$ cat src/verilog/fnst_pkg.sv
/*
  Constants and carrier types for the synthesizer and tuning control block.
  Assumes an Avalon-MM master with 32-bit data and byte addressing.
*/
package fnst_pkg;

  // Register indices; byte address is index times four
  localparam logic [3:0] IDX_CTRL = 4'h0;
  localparam logic [3:0] IDX_CFG0 = 4'h1;
  localparam logic [3:0] IDX_UHI  = 4'h2;
  localparam logic [3:0] IDX_ULO  = 4'h3;
  localparam logic [3:0] IDX_LHI  = 4'h4;
  localparam logic [3:0] IDX_LLO  = 4'h5;
  localparam logic [3:0] IDX_LOAD = 4'h6;
  localparam logic [3:0] IDX_DIN  = 4'h7;
  localparam logic [3:0] IDX_EN   = 4'h8;
  localparam logic [3:0] IDX_STAT = 4'hc;

  // Field positions
  localparam int CTRL_MODE_BIT = 0;
  localparam int CTRL_BW_BIT   = 4;
  localparam int CAP_W         = 5;
  localparam int STAT_TXRDY    = 1;
  localparam int STAT_DSM      = 3;
  localparam int STAT_NIB_LSB  = 4;

  // Word layout and divider offset
  localparam int INT_W  = 4;
  localparam int FRAC_W = 12;
  localparam int WORD_W = INT_W + FRAC_W;
  localparam int RATIO_W = WORD_W + 1;
  localparam logic [INT_W:0] DIV_OFFSET = 5'h10;

  // Reset values
  localparam logic [WORD_W-1:0] WORD_RST = 16'h0000;
  localparam logic [CAP_W-1:0]  CAP_RST  = 5'h00;
  localparam logic              MODE_ASK = 1'b0;
  localparam logic              BW_300K  = 1'b0;

  // Software-written control settings
  typedef struct packed {
    logic             fsk_mode;
    logic             bw_wide;
    logic [CAP_W-1:0] cap_sel;
  } fnst_ctrl_t;

  // Settings presented to the analog synthesizer
  typedef struct packed {
    logic [RATIO_W-1:0] ratio;
    logic               dsm_on;
    logic               bw_wide;
  } fnst_synth_t;

endpackage : fnst_pkg

$ cat src/verilog/fnst_word_stage.sv
/*
  One frequency word: staging bytes plus the active copy.
  Assumes write and load strobes are single-cycle and synchronous.
*/
`timescale 1ns/1ps
module fnst_word_stage (
  input  wire logic                        i_clk,
  input  wire logic                        i_reset,
  input  wire logic                        i_wr_hi,
  input  wire logic                        i_wr_lo,
  input  wire logic [7:0]                  i_wdata,
  input  wire logic                        i_load,
  output logic [fnst_pkg::WORD_W-1:0]      o_staged,
  output logic [fnst_pkg::WORD_W-1:0]      o_active
);

  // Staging bytes, then copy to active on load
  always_ff @(posedge i_clk) begin
    if (i_reset) begin
      o_staged <= fnst_pkg::WORD_RST;
      o_active <= fnst_pkg::WORD_RST;
    end else begin
      if (i_wr_hi) o_staged[15:8] <= i_wdata;
      if (i_wr_lo) o_staged[7:0]  <= i_wdata;
      if (i_load)  o_active <= o_staged;
    end
  end

endmodule : fnst_word_stage

$ cat src/verilog/fnst_square_gen.sv
/*
  Quarter-duty square wave from a phase accumulator stepped by the ratio.
  Assumes a single clock; output is low one clock after the run input is low, as it is registered.
*/
`timescale 1ns/1ps
module fnst_square_gen #(
  parameter int ACC_W = 20
) (
  input  wire logic                         i_clk,
  input  wire logic                         i_reset,
  input  wire logic                         i_run,
  input  wire logic [fnst_pkg::RATIO_W-1:0] i_step,
  output logic                              o_drive
);

  logic [ACC_W-1:0] phase_r;
  logic [ACC_W-1:0] phase_nxt;

  // Advance phase by the divider ratio
  assign phase_nxt = phase_r + ACC_W'(i_step);

  // High in the first quarter of each cycle only
  always_ff @(posedge i_clk) begin
    if (i_reset) begin
      phase_r <= '0;
      o_drive <= 1'b0;
    end else begin
      phase_r <= i_run ? phase_nxt : '0;
      o_drive <= i_run & (phase_nxt[ACC_W-1 -: 2] == 2'b00);
    end
  end

endmodule : fnst_square_gen

$ cat src/verilog/fnst_ctrl.sv
/*
  Control logic of a fractional-N transmit synthesizer with antenna tuning.
  Registers are reached over Avalon-MM with one wait state per access.
  Assumes all inputs are synchronous to i_clk.
*/
// Summary of operation
// Each set capacitor bit adds its binary weight, 0.25 pF up to 4.0 pF.
// The five-bit select gives 32 settings from zero to 7.75 pF.
// The bandwidth bit picks 300 kHz when clear and 600 kHz when set.
// Each divider word has a 4-bit integer and a 12-bit fraction.
// Words hold ratio minus 16 times 4096; the device adds 16 back.
// Amplitude-keyed mode uses only the lower word as carrier.
// Frequency-keyed mode switches between upper and lower words.
// The host keeps words between 0x2F42 and 0xC05A inclusive.
// With all fractions zero the delta-sigma path is held off.
// The host should pick 600 kHz when only integer division is used.
// Writing 1 to the load strobe applies the words; it self-clears.
// The drive is a 25 percent duty square wave from the synthesizer.
// The mode bit resets to amplitude keying; 1 selects frequency keying.
// In frequency keying, data high picks upper and low picks lower.
// In amplitude keying, data high enables drive and low disables it.
// Bytes are staged and both words go active together on load.
`timescale 1ns/1ps
module fnst_ctrl #(
  parameter int ACC_W = 20
) (
  input  wire logic                         i_clk,
  input  wire logic                         i_reset,
  input  wire logic [5:0]                   i_address,
  input  wire logic                         i_read,
  input  wire logic                         i_write,
  input  wire logic [31:0]                  i_writedata,
  input  wire logic [3:0]                   i_byteenable,
  output logic [31:0]                       o_readdata,
  output logic                              o_waitrequest,
  input  wire logic                         i_mod_data,
  input  wire logic                         i_enable,
  output logic [fnst_pkg::CAP_W-1:0]        o_cap_sel,
  output fnst_pkg::fnst_synth_t             o_synth,
  output logic                              o_amp_output
);

  // Register state
  fnst_pkg::fnst_ctrl_t  ctrl_r;
  logic                  datain_r;
  logic                  enable_r;
  logic                  load_r;
  logic                  wait_r;
  logic [31:0]           readdata_r;
  fnst_pkg::fnst_synth_t synth_r;
  logic [fnst_pkg::CAP_W-1:0] cap_r;

  // Bus decode
  wire        req;
  wire        accept;
  wire        addr_ok;
  wire [3:0]  idx;
  wire        wr_go;
  wire        lane0;
  wire [7:0]  wbyte;

  assign req     = i_read | i_write;
  assign accept  = req & ~wait_r;
  assign addr_ok = (i_address[1:0] == 2'b00);
  assign idx     = i_address[5:2];
  assign lane0   = i_byteenable[0];
  assign wr_go   = i_write & accept & addr_ok & lane0;
  assign wbyte   = i_writedata[7:0];

  // Per-register selects
  wire sel_ctrl;
  wire sel_cfg0;
  wire sel_uhi;
  wire sel_ulo;
  wire sel_lhi;
  wire sel_llo;
  wire sel_load;
  wire sel_din;
  wire sel_en;
  wire sel_stat;

  assign sel_ctrl = (idx == fnst_pkg::IDX_CTRL);
  assign sel_cfg0 = (idx == fnst_pkg::IDX_CFG0);
  assign sel_uhi  = (idx == fnst_pkg::IDX_UHI);
  assign sel_ulo  = (idx == fnst_pkg::IDX_ULO);
  assign sel_lhi  = (idx == fnst_pkg::IDX_LHI);
  assign sel_llo  = (idx == fnst_pkg::IDX_LLO);
  assign sel_load = (idx == fnst_pkg::IDX_LOAD);
  assign sel_din  = (idx == fnst_pkg::IDX_DIN);
  assign sel_en   = (idx == fnst_pkg::IDX_EN);
  assign sel_stat = (idx == fnst_pkg::IDX_STAT);

  // Load strobe on a write of 1
  wire load_go;
  assign load_go = wr_go & sel_load & wbyte[0];

  // Two frequency words, staged then committed together
  logic [fnst_pkg::WORD_W-1:0] up_staged;
  logic [fnst_pkg::WORD_W-1:0] up_active;
  logic [fnst_pkg::WORD_W-1:0] lo_staged;
  logic [fnst_pkg::WORD_W-1:0] lo_active;

  fnst_word_stage u_upper (
    .i_clk    (i_clk),
    .i_reset  (i_reset),
    .i_wr_hi  (wr_go & sel_uhi),
    .i_wr_lo  (wr_go & sel_ulo),
    .i_wdata  (wbyte),
    .i_load   (load_go),
    .o_staged (up_staged),
    .o_active (up_active)
  );

  fnst_word_stage u_lower (
    .i_clk    (i_clk),
    .i_reset  (i_reset),
    .i_wr_hi  (wr_go & sel_lhi),
    .i_wr_lo  (wr_go & sel_llo),
    .i_wdata  (wbyte),
    .i_load   (load_go),
    .o_staged (lo_staged),
    .o_active (lo_active)
  );

  // Effective modulation data and enable, pin or register
  wire mod_bit;
  wire tx_en;
  assign mod_bit = i_mod_data | datain_r;
  assign tx_en   = i_enable | enable_r;

  // Word selection by mode and data
  wire                        pick_upper;
  wire [fnst_pkg::WORD_W-1:0] word_sel;
  assign pick_upper = ctrl_r.fsk_mode & mod_bit;
  assign word_sel   = pick_upper ? up_active : lo_active;

  // Divide ratio with the fixed offset added back
  wire [fnst_pkg::INT_W:0]     ratio_int;
  wire [fnst_pkg::RATIO_W-1:0] ratio_nxt;
  assign ratio_int = (fnst_pkg::INT_W + 1)'(word_sel[15:12])
                     + fnst_pkg::DIV_OFFSET;
  assign ratio_nxt = {ratio_int, word_sel[11:0]};

  // Delta-sigma runs only with a non-zero fraction
  wire dsm_nxt;
  assign dsm_nxt = (|up_active[11:0]) | (|lo_active[11:0]);

  // Drive gating: data keys the drive in amplitude mode
  wire amp_run;
  assign amp_run = tx_en & (ctrl_r.fsk_mode | mod_bit);

  // Status byte
  wire [7:0] stat_byte;
  assign stat_byte = {word_sel[15:12], synth_r.dsm_on, 1'b0,
                      tx_en, 1'b0};

  // Read multiplexer; unmapped or misaligned reads give zero
  wire [7:0] rbyte;
  assign rbyte =
    !addr_ok ? 8'h00 :
    sel_ctrl ? {3'h0, ctrl_r.bw_wide, 3'h0, ctrl_r.fsk_mode} :
    sel_cfg0 ? {3'h0, ctrl_r.cap_sel} :
    sel_uhi  ? up_staged[15:8] :
    sel_ulo  ? up_staged[7:0] :
    sel_lhi  ? lo_staged[15:8] :
    sel_llo  ? lo_staged[7:0] :
    sel_load ? {7'h00, load_r} :
    sel_din  ? {7'h00, datain_r} :
    sel_en   ? {7'h00, enable_r} :
    sel_stat ? stat_byte :
    8'h00;

  // One wait state, then accept
  always_ff @(posedge i_clk) begin
    if (i_reset) begin
      wait_r <= 1'b1;
    end else begin
      wait_r <= ~(req & wait_r);
    end
  end

  // Read data captured during the wait state
  always_ff @(posedge i_clk) begin
    if (i_reset) begin
      readdata_r <= 32'h0000_0000;
    end else if (i_read & wait_r) begin
      readdata_r <= {24'h00_0000, rbyte};
    end
  end

  // Control register and capacitor select
  always_ff @(posedge i_clk) begin
    if (i_reset) begin
      ctrl_r.fsk_mode <= fnst_pkg::MODE_ASK;
      ctrl_r.bw_wide  <= fnst_pkg::BW_300K;
      ctrl_r.cap_sel  <= fnst_pkg::CAP_RST;
    end else begin
      if (wr_go & sel_ctrl) begin
        ctrl_r.fsk_mode <= wbyte[fnst_pkg::CTRL_MODE_BIT];
        ctrl_r.bw_wide  <= wbyte[fnst_pkg::CTRL_BW_BIT];
      end
      if (wr_go & sel_cfg0) begin
        ctrl_r.cap_sel <= wbyte[fnst_pkg::CAP_W-1:0];
      end
    end
  end

  // Data, enable and self-clearing load bits
  always_ff @(posedge i_clk) begin
    if (i_reset) begin
      datain_r <= 1'b0;
      enable_r <= 1'b0;
      load_r   <= 1'b0;
    end else begin
      if (wr_go & sel_din) datain_r <= wbyte[0];
      if (wr_go & sel_en)  enable_r <= wbyte[0];
      load_r <= load_go;
    end
  end

  // Capacitor switches: bit n adds 0.25 pF times two to the n
  always_ff @(posedge i_clk) begin
    if (i_reset) begin
      cap_r <= fnst_pkg::CAP_RST;
    end else begin
      cap_r <= ctrl_r.cap_sel;
    end
  end

  // Synthesizer settings
  always_ff @(posedge i_clk) begin
    if (i_reset) begin
      synth_r <= '0;
    end else begin
      synth_r.ratio   <= ratio_nxt;
      synth_r.dsm_on  <= dsm_nxt;
      synth_r.bw_wide <= ctrl_r.bw_wide;
    end
  end

  // Quarter-duty drive from the synthesized ratio
  fnst_square_gen #(
    .ACC_W (ACC_W)
  ) u_drive (
    .i_clk   (i_clk),
    .i_reset (i_reset),
    .i_run   (amp_run),
    .i_step  (synth_r.ratio),
    .o_drive (o_amp_output)
  );

  // Outputs straight from flops
  assign o_readdata    = readdata_r;
  assign o_waitrequest = wait_r;
  assign o_cap_sel     = cap_r;
  assign o_synth       = synth_r;

endmodule : fnst_ctrl

$ cat config.mk
export PLATFORM = sky130hd
export DESIGN_NAME = fnst_ctrl
export DESIGN_NICKNAME = d
export VERILOG_FILES = /design/src/verilog/fnst_pkg.sv /design/src/verilog/fnst_word_stage.sv /design/src/verilog/fnst_square_gen.sv /design/src/verilog/fnst_ctrl.sv
export SDC_FILE = /design/constraint.sdc
export NUM_CORES = 1
export LEC_CHECK = 0
export BUFFER_PORTS_ARGS = -buffer_cell sky130_fd_sc_hd__buf_2
export CAP_MARGIN = 40
export CORE_MARGIN = 8
export CORE_UTILIZATION = 52
export CTS_BUF_LIST = sky130_fd_sc_hd__clkbuf_4
export DETAILED_ROUTE_END_ITERATION = 8
export GPL_TIMING_DRIVEN = 0
export MAX_ROUTING_LAYER = met4
export PLACE_DENSITY = 0.78
export SLEW_MARGIN = 20
export SYNTH_ARGS = -nofsm -noshare
export SYNTH_HDL_FRONTEND = slang
export SYNTH_HIERARCHICAL = 1
export SYNTH_SLANG_ARGS = --single-unit
$ cat constraint.sdc
create_clock -name i_clk -period 4 [get_ports i_clk]
set_clock_uncertainty 0.15 [all_clocks]
set_input_delay 0.2 -clock i_clk [delete_from_list [all_inputs] [get_ports i_clk]]
set_output_delay 0.2 -clock i_clk [all_outputs]
set_load 0.02 [all_outputs]
After elaboration in Yosys (flattened, before gate mapping) --
Cells that the tools add are included.
Word-level totals: register bits after elaboration 128, bits of input ports 48, output and inout bits 58, logic and storage cells 76
Operators by class: $add $sub $neg 2, eq/ne operators 9, muxes and demuxes 12, bitwise gates (word level) 27, reductions and logical operators 6
Operators by type and width (count):
- $mux W8 | 11
- $reduce_or A12 Y1 | 2
- $add A20 B17 Y20 | 1
- $and A1 B1 Y1 | 19
- $eq A4 B3 Y1 const B | 4
- $mux W16 | 1
- $eq A4 B2 Y1 const B | 2
- $eq A4 B4 Y1 const B | 2
- $add A4 B5 Y5 const B | 1
- $or A1 B1 Y1 | 5
- $eq A4 B1 Y1 const B | 1
- $logic_not A2 Y1 | 2
- $logic_not A4 Y1 | 1
- $not A1 Y1 | 3
- $reduce_or A2 Y1 | 1

Depth between registers and ports, before layout --
depth in word-level cells 14, mapped depth 8, mapped depth without buffers 8

Hierarchy --
Netlist, hierarchy kept.
Modules (own cells, without submodules):
- fnst_ctrl | times used 1, cells each 275, area each 2306.0 um2
- fnst_word_stage | times used 2, cells each 103, area each 1142.3 um2
- fnst_square_gen | times used 1, cells each 171, area each 1526.5 um2

Worst setup path before layout --
Ideal clock, no wire load.
path type flip-flop to flip-flop, from reg synth_r, in the netlist o_synth[2], to reg u_drive.phase_r[16], arrival time 2230 ps, required time 3721 ps, slack 1491 ps, stages on the path, launching flop included 9, buffers on the path 0, cells stage by stage dfxtp_1 -> ha_1 -> fa_1 -> a21o_1 -> a221oi_4 -> o211ai_2 -> a2111oi_4 -> or3_1 -> a21oi_2
Between the ends: longest elaborated chain between the ends 1
RTL lines:
- start: declaration | line fnst_ctrl.sv:50 | fnst_pkg::fnst_synth_t synth_r;
- $add A20 B17 Y20 | line fnst_square_gen.sv:20 | assign phase_nxt = phase_r + ACC_W'(i_step);
- end signal: assignment | line fnst_square_gen.sv:28 | phase_r <= i_run ? phase_nxt : '0;
- end: declaration | line fnst_square_gen.sv:16 | logic [ACC_W-1:0] phase_r;
No other way between the ends. A chain may end at the register's enable or synchronous reset.

Worst setup path after layout --
from reg wait_r, in the netlist o_waitrequest, to reg u_lower/o_active[13] (netlist name)
Between the ends: longest elaborated chain between the ends 7
RTL lines:
- start: declaration | line fnst_ctrl.sv:48 | logic wait_r;
- start signal: assignment | line fnst_ctrl.sv:178 | wait_r <= ~(req & wait_r);
- $not A1 Y1 | line fnst_ctrl.sv:63 | assign accept = req & ~wait_r;
- $and A1 B1 Y1 | line fnst_ctrl.sv:63
- $and A1 B1 Y1 (3 in series) | line fnst_ctrl.sv:67 | assign wr_go = i_write & accept & addr_ok & lane0;
- $and A1 B1 Y1 (2 in series) | line fnst_ctrl.sv:95 | assign load_go = wr_go & sel_load & wbyte[0];
- named net load_go | line fnst_ctrl.sv:94 | wire load_go;
- end signal: assignment | line fnst_word_stage.sv:21 | o_active <= fnst_pkg::WORD_RST;
- end signal: assignment | line fnst_word_stage.sv:25 | if (i_load) o_active <= o_staged;
- end: declaration | line fnst_word_stage.sv:14 | output logic [fnst_pkg::WORD_W-1:0] o_active
The timed path passes the listed nets, and every way through them passes these cells.

==> summary.md <==
| Metric | Value |
|---|---|
| Depth of the CTS H-tree | 4 |
| Worst path max stage delay | 0.69 ns |
| Pre-CTS setup slack | 1.376 ns |
| Buffer depth of the longest clock path | 2 |
| Most common cell on crit path | sky130_fd_sc_hd__nor2_1 |
| Final Power | between 2 and 2.5 mW |
| Combined area of all synthesized cells | 0.006117 sq mm |
| WP data required | around 4.3 ns |
| Depth of the most critical reg-to-reg path | 8 |
| Max-slew headroom at the worst pin | 0.4377 |
| Reported max-cap violation count | 0 |
| Depth of the worst hold-timing path | 4 |
| Area taken by flip-flops and latches | 0.002562 sq mm |
| Global-route wire length before repair | 26.27 mm |
| Netlist cell types | 79 |
| Source-to-sink clock delay at the later pin of the worst-skew pair | 0.52 ns |
| Final total negative setup slack | 0 ns |
| Vias in the first global route | 5065 |
| Max stage delay cell, worst path | sky130_fd_sc_hd__dlygate4sd3_1 |
| Hold bufs inserted after CTS | 19 |
| Number of nets with antenna violations after routing | 0 |
| Synthesized-area fraction occupied by ao, oa, aoi and oai cells | 0.1368 |
| Detailed router's first-iteration violation count | 690 |
| Count of boundary I/O pins | 106 |
| Total Die Area | 0.01549 sq mm |
| Final core occ | 0.6204 |
| Number of max-slew violations in the final report | 0 |
| Number of nets in the layout | ~830 |
| DP HPWL | 12.34 mm |
| Overflow after GRT | 0 |
| Final critical-path share of the clock period | 0.6791 |
| Root Buffer Master | sky130_fd_sc_hd__clkbuf_4 |
| Number of detailed-routing iterations run before antenna repair | 5 |
| Pwr dens | 324.3 mW/mm^2 |
| Number of warnings issued by yosys | 6 |
| Min Tclk post-route | 2.716 ns |
| Initial Util | 0.5334 |
| Placer congestion estimate | 0.9294 |
| Post-Synth XOR/XNOR Area | 0.01718 |
| Combinational family with the most area after synthesis | simple AND/OR/NAND/NOR gates |
| Arrival time worst endpoint | 2.97 ns |
| Placeable Area | 0.01147 sq mm |
| Layout cells sized above 1 | 0.1979 |
| Async set or reset register ratio after synthesis | 0 |
| Mean cell area of the mapped netlist | 9.382 sq um |
| Critical Path Fanout Max | 10 |
| Worst min path class | in -> reg |
| Detailed-route DRC error count | 0 |
| Y dimension of the die | 124.5 um |
| Number of antenna violations at the first check in global routing | 1 |
| Endpoints failing setup | 0 |
| Number of synthesized flops with an enable pin | 0 |
| Synth Register Bits | 128 |
| Portion of netlist area occupied by mux cells | 0.1379 |
| Number of vias per cell after detailed routing | approximately 5.7 |
| Count of vias placed by the detailed router | 5243 |
| Number of buffers added by the clock tree synthesis step | 17 |
| Wire length after detailed routing | roughly 17 mm |
| Run status | completed |
| Largest net degree at the start of global routing | 17 |
| Critical path cell sequence | nor4b_4, dlygate4sd3_1, nand3_4, nor2_1, buf_6, buf_12, mux2i_1, nor2_1 |
| Register area share after synthesis | 0.4189 |
| Worst voltage drop across the vdd grid | roughly 0.29 mV |
| Count of filler cells inserted in the layout | 968 |
| CP startpoint kind | flip-flop |
| Count of cells resized by post-cts repair | 0 |
| Final worst setup slack | approximately 1.3 ns |
| Worst setup path class | reg -> reg |
| Wirelength per Cell | 17.91 um |
| Post-Synth Adder-Cell Area | 0.03804 |
| Die width | 124.5 um |
| Number of core rows | 39 |
| Count of endpoints failing hold in the final timing report | 0 |
| Combined area of the multi-input logic cells | 0.003209 sq mm |
| Global routing usage summed across all routing layers | 0.2151 |
| Clock tree from TritonCTS | done |
| Worst slack on hold paths | 0.08237 ns |
| Layout overhead on the synthesized area | 16.30% |
| Synth Area in Simple Gates | 0.1800 |
| Most used DFF post-synth | sky130_fd_sc_hd__dfxtp_1 |
| Cell count after synthesis | 652 |
| Highest clock frequency the design can meet | 368.1 MHz |
| Crit. End Element | flip-flop |
| Total leakage power | 2.978 nW |
| Clock input transition at the sequential cells of the worst setup and hold paths | 0.13 ns |
| Port Buffers | 52 |
| Post CTS Setup Buffer Count | 0 |
| Setup repair after global routing missed its margin | no |
| Clk sink count | 128 |
| Actual slew at the worst max-slew pin | 0.8347 ns |
## layout by cell type, fill, tap and decap left out, drive strengths merged, types with 3 or more instances in the layout
master / n
clkinv: 7
buf: 101
ha: 17
o21a: 3
dlygate4sd3: 19
conb: 24
nor2b: 14
or3: 4
dfxtp: 128
and2: 7
nand4: 5
and3: 3
nand3: 4
and4: 5
a21o: 11
inv: 10
nor4: 6
clkinvlp: 3
xor2: 5
a221oi: 3
nand2: 51
xnor2: 7
nor3: 9
mux2i: 82
clkbuf: 28
a21oi: 39
o211ai: 6
o21ai: 18
nand2b: 6
nor2: 100
## path summary, 6_finish.rpt
path	start	end	slack [ns]
max	o_waitrequest	u_lower/o_active[13]	1.28
min	i_address[2]	o_readdata[4]	0.08
max reg2reg	o_waitrequest	u_lower/o_active[13]	1.28
min reg2reg	o_readdata[3]	o_readdata[3]	0.32
## through the flow
stage               instances  area (sq um)
floorplan                 675          6203
global placement          870          6643
detailed placement        870          6643
CTS                       921          7109
global route              922          7112
finish                    923          7114
## cells by family (layout without fill, tap and decap cells)
family                     count (synthesis)  after routing
other                                      1             26
xor gates and xnor gates                  12             12
muxes                                     84             84
buffers and inverters                     67            170
and+or+nand+nor                          226            226
DFF                                      128            128
AOI/OAI and AO/OA                        116            116
adders and majority gates                 18             18
## power by group
group | leakage, nW | total [mW] | internal (mW) | switching [mW]
Clock | 0.146 | 0.868 | 0.376 | 0.491
Sequential | 1.03 | 1.28 | 1.28 | 0.00267
Combinational | 1.80 | 0.160 | 0.0584 | 0.101
## per-layer routing
metal	vias up	track usage	wire length [um]
met3	41	0.05319	1183
met2	243	0.3423	7909
met5	-	-	0
met1	2473	0.2501	6896
met4	0	0.1028	541
li1	2486	-	-
## worst max-delay path, delay by kind of cell, from the launching register on
kind                   cells  cell delay (ns)
buffers and inverters      3             1.05
flip-flops                 1             0.40
multiplexers               1             0.23
AND/OR/NAND/NOR            4             0.76
## synth_stat cells (3+ instances only)
master | number | area [sq um]
sky130_fd_sc_hd__inv_1 | 8 | 30.03
sky130_fd_sc_hd__nor2b_1 | 14 | 87.58
sky130_fd_sc_hd__nand2b_1 | 6 | 37.54
sky130_fd_sc_hd__and4_1 | 5 | 43.79
sky130_fd_sc_hd__or3_1 | 4 | 25.02
sky130_fd_sc_hd__buf_4 | 28 | 210.2
sky130_fd_sc_hd__nand3_1 | 3 | 15.01
sky130_fd_sc_hd__nor2_1 | 99 | 371.6
sky130_fd_sc_hd__nor3_1 | 8 | 40.04
sky130_fd_sc_hd__o211ai_1 | 4 | 30.03
sky130_fd_sc_hd__mux2i_1 | 82 | 820.8
sky130_fd_sc_hd__nand4_1 | 4 | 25.02
sky130_fd_sc_hd__clkbuf_1 | 9 | 33.78
sky130_fd_sc_hd__and2_1 | 7 | 43.79
sky130_fd_sc_hd__ha_1 | 17 | 212.7
sky130_fd_sc_hd__xnor2_1 | 7 | 61.31
sky130_fd_sc_hd__dfxtp_1 | 128 | 2562
sky130_fd_sc_hd__buf_2 | 15 | 75.07
sky130_fd_sc_hd__xor2_1 | 5 | 43.79
sky130_fd_sc_hd__o21a_1 | 3 | 22.52
sky130_fd_sc_hd__a21o_1 | 11 | 82.58
sky130_fd_sc_hd__nor4_1 | 6 | 37.54
sky130_fd_sc_hd__o21ai_0 | 17 | 85.08
sky130_fd_sc_hd__buf_6 | 3 | 33.78
sky130_fd_sc_hd__a21oi_1 | 38 | 190.2
sky130_fd_sc_hd__nand2_1 | 51 | 191.4
## flip-flops by register name (all words and copies together) (netlist names), 5 cells and up
register          count
u_drive/phase_r      20
u_lower/o_staged     16
u_lower/o_active     16
o_readdata            8
ctrl_r                7
o_synth              19
u_upper/o_active     16
u_upper/o_staged     16
o_cap_sel             5
## cell type report
class / instances / share of cell area
multi-input combinational: 480 / 0.4511
sequential: 128 / 0.3602
timing repair buffer: 71 / 0.06331
buffer: 59 / 0.05645
tap: 143 / 0.02515
clock inverter: 14 / 0.01987
clock buffer: 18 / 0.01899
inverter: 8 / 0.004221
antenna: 2 / 0.0007035
Power figures use the tool's default switching activity.
